$ cat src/verilog/ddsc_defines.vh
// Constants for the dual DAC serial control block
`ifndef DDSC_DEFINES_VH
`define DDSC_DEFINES_VH

// Word layout
`define DDSC_WORD_BITS 16
`define DDSC_CODE_BITS 12
`define DDSC_CMD_MSB 15
`define DDSC_CMD_LSB 12
`define DDSC_CODE_MSB 11
`define DDSC_CODE_LSB 0
`define DDSC_CNT_BITS 5
`define DDSC_CNT_FULL 5'h10
`define DDSC_CNT_STEP 5'h01

// Commands
`define DDSC_CMD_NOP 4'h0
`define DDSC_CMD_LOAD_ALL 4'h1
`define DDSC_CMD_IN_A 4'h2
`define DDSC_CMD_IN_B 4'h3
`define DDSC_CMD_BOTH_A 4'h4
`define DDSC_CMD_BOTH_B 4'h5
`define DDSC_CMD_UPD_A 4'h6
`define DDSC_CMD_UPD_B 4'h7
`define DDSC_CMD_POWER_DOWN_N_A 4'h8
`define DDSC_CMD_POWER_DOWN_N_B 4'h9
`define DDSC_CMD_UPD_AB 4'ha
`define DDSC_CMD_POWER_DOWN_N_AB 4'hb
`define DDSC_CMD_PUP_A 4'hc
`define DDSC_CMD_PUP_B 4'hd
`define DDSC_CMD_PUP_AB 4'he
`define DDSC_CMD_UNUSED 4'hf

// Reset values
`define DDSC_CODE_RESET 12'h000
`define DDSC_WORD_RESET 16'h0000

`endif

$ cat src/verilog/ddsc_control.v
// Dual DAC serial control logic: link, registers, load, clear, shutdown
`include "ddsc_defines.vh"
`timescale 1ns/1ps
`default_nettype none

module ddsc_control #(
   parameter CODE_W = `DDSC_CODE_BITS,
   parameter WORD_W = `DDSC_WORD_BITS
) (
   // Clock and reset
   input wire mclk,
   input wire arst_n,
   // Serial link pins
   input wire serialClk,
   input wire chipSelect_n,
   input wire serialIn,
   output reg serialOut,
   output reg serialOutEn,
   // Control pins
   input wire load_outputs_n,
   input wire clear_outputs_n,
   input wire power_down_n,
   input wire range_select_a,
   input wire range_select_b,
   // Channel A output stage
   output reg [CODE_W-1:0] dacCodeA,
   output reg channelOnA,
   output reg unipolarA,
   // Channel B output stage
   output reg [CODE_W-1:0] dacCodeB,
   output reg channelOnB,
   output reg unipolarB
);

   // ****************************************
   // Input synchronisers
   // ****************************************
   reg [6:0] syncMeta;
   reg [6:0] syncPins;
   wire [6:0] rawPins;
   assign rawPins = {range_select_b, range_select_a, power_down_n,
                     clear_outputs_n, load_outputs_n, chipSelect_n, serialClk};

   always @(posedge mclk or negedge arst_n) begin
      if (!arst_n) begin
         syncMeta <= 7'h1e;
         syncPins <= 7'h1e;
      end else begin
         syncMeta <= rawPins;
         syncPins <= syncMeta;
      end
   end

   wire sclkS;
   wire csS_n;
   wire loadS_n;
   wire clearS_n;
   wire pdS_n;
   wire rangeAS;
   wire rangeBS;
   assign sclkS = syncPins[0];
   assign csS_n = syncPins[1];
   assign loadS_n = syncPins[2];
   assign clearS_n = syncPins[3];
   assign pdS_n = syncPins[4];
   assign rangeAS = syncPins[5];
   assign rangeBS = syncPins[6];

   // ****************************************
   // Edge detection
   // ****************************************
   reg sclkPrev;
   reg csPrev_n;
   reg loadPrev_n;

   always @(posedge mclk or negedge arst_n) begin
      if (!arst_n) begin
         sclkPrev <= 1'b0;
         csPrev_n <= 1'b1;
         loadPrev_n <= 1'b1;
      end else begin
         sclkPrev <= sclkS;
         csPrev_n <= csS_n;
         loadPrev_n <= loadS_n;
      end
   end

   wire sclkRise;
   wire sclkFall;
   wire csFall;
   wire csRise;
   wire loadFall;
   assign sclkRise = sclkS & ~sclkPrev;
   assign sclkFall = ~sclkS & sclkPrev;
   assign csFall = ~csS_n & csPrev_n;
   assign csRise = csS_n & ~csPrev_n;
   assign loadFall = ~loadS_n & loadPrev_n;

   // ****************************************
   // Shift register and bit count
   // ****************************************
   reg [WORD_W-1:0] shiftWord;
   reg [`DDSC_CNT_BITS-1:0] bitCount;
   reg wordSpoiled;
   reg dinMeta;
   reg serialInS;

   // Data pin sampled through the same two-stage chain
   always @(posedge mclk or negedge arst_n) begin
      if (!arst_n) begin
         dinMeta <= 1'b0;
         serialInS <= 1'b0;
      end else begin
         dinMeta <= serialIn;
         serialInS <= dinMeta;
      end
   end

   always @(posedge mclk or negedge arst_n) begin
      if (!arst_n) begin
         shiftWord <= `DDSC_WORD_RESET;
         bitCount <= {`DDSC_CNT_BITS{1'b0}};
      end else if (csFall) begin
         bitCount <= {`DDSC_CNT_BITS{1'b0}};
      end else if (!csS_n && sclkRise) begin
         shiftWord <= {shiftWord[WORD_W-2:0], serialInS};
         if (bitCount != `DDSC_CNT_FULL) begin
            bitCount <= bitCount + `DDSC_CNT_STEP;
         end
      end
   end

   // Load or clear while selected spoils the word; spoiling wins over select fall
   always @(posedge mclk or negedge arst_n) begin
      if (!arst_n) begin
         wordSpoiled <= 1'b0;
      end else if (!csS_n && (loadFall || !clearS_n)) begin
         wordSpoiled <= 1'b1;
      end else if (csFall) begin
         wordSpoiled <= 1'b0;
      end
   end

   // ****************************************
   // Serial output for chaining
   // ****************************************
   always @(posedge mclk or negedge arst_n) begin
      if (!arst_n) begin
         serialOut <= 1'b0;
         serialOutEn <= 1'b0;
      end else begin
         serialOutEn <= ~csS_n & pdS_n;
         if (!csS_n && sclkFall) begin
            serialOut <= shiftWord[WORD_W-1];
         end
      end
   end

   // ****************************************
   // Command decode
   // ****************************************
   wire wordDone;
   wire [3:0] cmd;
   wire [CODE_W-1:0] code;
   assign wordDone = csRise & (bitCount == `DDSC_CNT_FULL) & ~wordSpoiled;
   assign cmd = shiftWord[`DDSC_CMD_MSB:`DDSC_CMD_LSB];
   assign code = shiftWord[`DDSC_CODE_MSB:`DDSC_CODE_LSB];

   // ****************************************
   // Input, DAC and power registers
   // ****************************************
   reg [CODE_W-1:0] inRegA;
   reg [CODE_W-1:0] inRegB;
   reg [CODE_W-1:0] next_inRegA;
   reg [CODE_W-1:0] next_inRegB;
   reg [CODE_W-1:0] next_dacA;
   reg [CODE_W-1:0] next_dacB;
   reg softOffA;
   reg softOffB;
   reg next_softOffA;
   reg next_softOffB;

   always @* begin
      next_inRegA = inRegA;
      next_inRegB = inRegB;
      next_dacA = dacCodeA;
      next_dacB = dacCodeB;
      next_softOffA = softOffA;
      next_softOffB = softOffB;
      if (wordDone) begin
         case (cmd)
            `DDSC_CMD_LOAD_ALL: begin
               next_inRegA = code;
               next_inRegB = code;
               next_dacA = code;
               next_dacB = code;
            end
            `DDSC_CMD_IN_A: begin
               next_inRegA = code;
            end
            `DDSC_CMD_IN_B: begin
               next_inRegB = code;
            end
            `DDSC_CMD_BOTH_A: begin
               next_inRegA = code;
               next_dacA = code;
            end
            `DDSC_CMD_BOTH_B: begin
               next_inRegB = code;
               next_dacB = code;
            end
            `DDSC_CMD_UPD_A: begin
               next_dacA = inRegA;
            end
            `DDSC_CMD_UPD_B: begin
               next_dacB = inRegB;
            end
            `DDSC_CMD_UPD_AB: begin
               next_dacA = inRegA;
               next_dacB = inRegB;
            end
            `DDSC_CMD_POWER_DOWN_N_A: begin
               next_softOffA = softOffA | pdS_n;
            end
            `DDSC_CMD_POWER_DOWN_N_B: begin
               next_softOffB = softOffB | pdS_n;
            end
            `DDSC_CMD_POWER_DOWN_N_AB: begin
               next_softOffA = softOffA | pdS_n;
               next_softOffB = softOffB | pdS_n;
            end
            `DDSC_CMD_PUP_A: begin
               next_softOffA = 1'b0;
            end
            `DDSC_CMD_PUP_B: begin
               next_softOffB = 1'b0;
            end
            `DDSC_CMD_PUP_AB: begin
               next_softOffA = 1'b0;
               next_softOffB = 1'b0;
            end
            default: begin
               next_inRegA = inRegA;
            end
         endcase
      end
      if (loadFall) begin
         next_dacA = next_inRegA;
         next_dacB = next_inRegB;
      end
      if (!clearS_n) begin
         next_inRegA = `DDSC_CODE_RESET;
         next_inRegB = `DDSC_CODE_RESET;
         next_dacA = `DDSC_CODE_RESET;
         next_dacB = `DDSC_CODE_RESET;
      end
   end

   always @(posedge mclk or negedge arst_n) begin
      if (!arst_n) begin
         inRegA <= `DDSC_CODE_RESET;
         inRegB <= `DDSC_CODE_RESET;
         dacCodeA <= `DDSC_CODE_RESET;
         dacCodeB <= `DDSC_CODE_RESET;
         softOffA <= 1'b0;
         softOffB <= 1'b0;
      end else begin
         inRegA <= next_inRegA;
         inRegB <= next_inRegB;
         dacCodeA <= next_dacA;
         dacCodeB <= next_dacB;
         softOffA <= next_softOffA;
         softOffB <= next_softOffB;
      end
   end

   // ****************************************
   // Output stage control
   // ****************************************
   always @(posedge mclk or negedge arst_n) begin
      if (!arst_n) begin
         channelOnA <= 1'b0;
         channelOnB <= 1'b0;
         unipolarA <= 1'b0;
         unipolarB <= 1'b0;
      end else begin
         channelOnA <= pdS_n & ~next_softOffA;
         channelOnB <= pdS_n & ~next_softOffB;
         unipolarA <= rangeAS;
         unipolarB <= rangeBS;
      end
   end

endmodule // ddsc_control

`default_nettype wire

$ cat config.mk
export PLATFORM = sky130hd
export DESIGN_NAME = ddsc_control
export DESIGN_NICKNAME = d
export VERILOG_FILES = /design/src/verilog/ddsc_control.v
export VERILOG_INCLUDE_DIRS = /design/src /design/src/verilog
export SDC_FILE = /design/constraint.sdc
export NUM_CORES = 1
export LEC_CHECK = 0
export ABC_AREA = 1
export ABC_CLOCK_PERIOD_IN_PS = 1800
export BUFFER_PORTS_ARGS = -buffer_cell sky130_fd_sc_hd__buf_2
export CORE_ASPECT_RATIO = 2
export CORE_MARGIN = 3
export CORE_UTILIZATION = 59
export DETAILED_ROUTE_END_ITERATION = 8
export GPL_ROUTABILITY_DRIVEN = 0
export GPL_TIMING_DRIVEN = 1
export PLACE_DENSITY = 0.78
export SYNTH_ARGS = -nofsm -noshare
export SYNTH_HDL_FRONTEND = slang
export SYNTH_SLANG_ARGS = --single-unit
export TNS_END_PERCENT = 30
$ cat constraint.sdc
create_clock -name mclk -period 1.8 [get_ports mclk]
set_input_delay 0.09 -clock mclk [delete_from_list [all_inputs] [get_ports mclk]]
set_output_delay 0.09 -clock mclk [all_outputs]
set_load 0.02 [all_outputs]
==> impl_metrics.toml <==
[status]
status = "completed"

[sta]
setup_viol_count_final = 0
hold_ws_ns = 0.232
final-max-slew-violation-count = 0
relSlewSlack_pct = 70.6
final.setup_skew_ns = 0.0139
period_minus_slack_ns = 1.75
hold_violations = 0
rsz0062_at_grt = "true"
finalCritPeriodShare_pct = 97.2
fmax_mhz = 572
tightest_slew_ns = 0.441

[clock_tree]
cts_tree = "yes"
htreeDepth = 3
path_clk_slew_ns = 0.06
clock_latency_ns = 0.35
root_buffer = "clkbuf_16"
cts_buffers = 9
cts.sinks = 97
clock_path_buffers = 2

[global_routing]
gr-usage-met2_pct = 47.3
grt-ovfl-total = 0
gr-usage-met1_pct = 27.6
grt_pass1_vias = 3808
grt_pass1_wl_um = 17100
grt_max_degree = 40
grt_use_met3_pct = 3.42
grt.total_usage_pct = 26.6
grt-busiest-layer = "met2"
antenna_found_initial = 0

[synthesis]
avgSynthCellArea_um2 = 8.38
syn_inst = 524
synth-edff-count = 0
synth_cell_types = 31
yosysSeqAreaShare_pct = 55.6
yosys-top-cells-area = "dfrtp_1 50%, nand2_1 13%, dfstp_2 6.0%, nand3_1 4.9%, nor2_1 4.5%"
synth_top_area_share_pct = 49.6
ys.warnings.count = 0
synthesis.area_mm2 = 0.00439
ys_ff_latch = 97
yosysTopAreaCell = "dfrtp_1"
ys.flop_type = "dfrtp_1"
synthesis.nets = 536
ys_async_sr_fraction_pct = 100

[run]
maxCapViolCount = 0

[finish]
final-seq-area_mm2 = 0.00244
finalNetCount = 597
final_area_mm2 = 0.00529
multi_input_area_mm2 = 0.00173
area_growth_pct = 20.5
fin_cells = 680
n_antenna_cell = 0
drive_above_1_share_pct = 22.9
fillers = 551

[worst_setup_path]
setup.worst_path.start_class = "register"
required_ns = 2.03
critPathKind = "register to register"
crit_path_max_fanout = 8
cp-end-kind = "register"
arrival_ns = 1.98

[die]
initial_core_util_pct = 61.8
dieWidth_um = 67.0
die_h_um = 128
io_pins = 40
num_rows = 43
coreArea_mm2 = 0.00710
die_area_mm2 = 0.00858

[place]
dp.cells = 649
port_buffers = 39
placed_area_mm2 = 0.00474
place_hpwl_um = 7270

[routing]
routedWlPerCell_um = 15.7
drc = 0
drt_iter0_drc = 361
drtPass1Iterations = 4
postRouteAntennaNets = 0
wl_um = 10700
vias_per_cell = 5.55
vias = 3772

[pwr]
cellLeakagePower_nw = 2.66
vdd_drop_max_uv = 861
power.density_mw_per_mm2 = 931

[worst_hold_path]
hold_path.class = "input port to asynchronous set/reset pin"
-- logic make-up after synthesis --
group	Yosys count	synth area share, %
fa+ha+maj	2	0.570
xor+xnor	1	0.199
buf+inv	70	6.87
compound gates	75	9.86
flops	97	55.6
simple gates	279	27.0
-- area by class of cell --
class                   instances  share of cell area, %
flip-flops and latches         97                   46.1
clock buffers                  12                   4.66
repair buffers                 72                   10.1
clock inverters                 4                  0.993
multi-input cells             357                   32.6
inverters                      48                   3.41
well taps                      90                   2.13
-- worst max-delay path, cell delays in order, from the launching register on --
cell     delay [ns]
dfrtp_1        0.41
inv_2          0.10
ha_4           0.14
nand2_2        0.05
inv_2          0.06
nand2_4        0.06
nor2_4         0.18
nand2_4        0.13
buf_8          0.17
o21ai_4        0.13
nand2_1        0.07
nand2_1        0.09
nand2_1        0.06
-- synthesized netlist by cell type, types with 2 or more instances --
cell type	n
nand2_1	156
dfrtp_1	87
nor2_1	53
inv_1	44
nand3_1	43
o21ai_0	32
a21oi_1	15
nor2_2	14
o211ai_1	12
clkbuf_1	10
dfstp_2	10
buf_2	7
o21ai_1	7
o21ai_2	5
inv_2	4
nand2_2	4
buf_6	3
buf_4	2
ha_1	2
nand3_2	2
nor3_1	2
-- stage by stage --
stage	setup WS [ns]	TNS (ns)	power [W]	util, %
4_1_cts	0.00569	0	0.00492	72.6
6_report	0.0505	0	0.00492	74.5
3_3_place_gp	0.0723	0	0.00298	66.8
3_5_place_dp	-0.0128	-0.0205	0.00300	66.8
2_1_floorplan	0.199	0	0.00275	-
5_1_grt	-0.0482	-0.338	0.00511	74.5
-- power breakdown --
group / switching (W) / internal, W
sequential: 0.0000970 / 0.00231
clock: 0.000796 / 0.00112
combinational: 0.000390 / 0.000208
total: 0.00128 / 0.00364
-- cell usage in the layout (no fill, tap or decap), types with 3 or more instances in the layout --
master	netlist	routed
dfrtp_1	87	87
clkbuf_16	0	10
nand3_1	43	43
o21ai_0	32	32
nor2_1	53	52
nor2_2	14	15
nand2_4	1	3
inv_1	44	41
nand2_2	4	7
a21oi_1	15	15
nand2_1	156	151
o211ai_1	12	12
buf_4	2	18
dfstp_2	10	10
inv_2	4	7
dlygate4sd3_1	0	9
o21ai_2	5	9
buf_2	7	38
-- metal layers --
metal	up-vias	wire, µm
li1	1787	-
met1	1810	3660
met2	127	6000
met3	48	386
met4	0	655
met5	-	0
-- registers in the layout (all words and copies together), names as in the netlist, 5 cells and up --
register / cells
dacCodeB: 12
shiftWord: 16
bitCount: 5
dacCodeA: 12
inRegB: 12
inRegA: 12
syncMeta: 7
syncPins: 7
-- worst paths after layout --
path,from,depth (start not counted),slack (ns),endpoint
max,bitCount[1],12,0.05,dacCodeB[11]
min,arst_n,2,0.23,dacCodeB[9]
max reg2reg,bitCount[1],12,0.05,dacCodeB[11]
min reg2reg,syncMeta[5],0,0.35,syncPins[5]
max in group asynchronous,arst_n,3,0.91,unipolarB
min in group mclk,syncMeta[5],0,0.35,syncPins[5]
-- what timing repair did --
action / CTS / global route
hold buffers: 9 / 0
setup endpoints to repair: 14 / 34
hold endpoints to repair: 37 / 0
resized for setup: 7 / 20
gates cloned: 0 / 1
pin swaps: 0 / 7
buffers inserted: 0 / 5
Note: power is estimated with default switching activity, not from simulation.
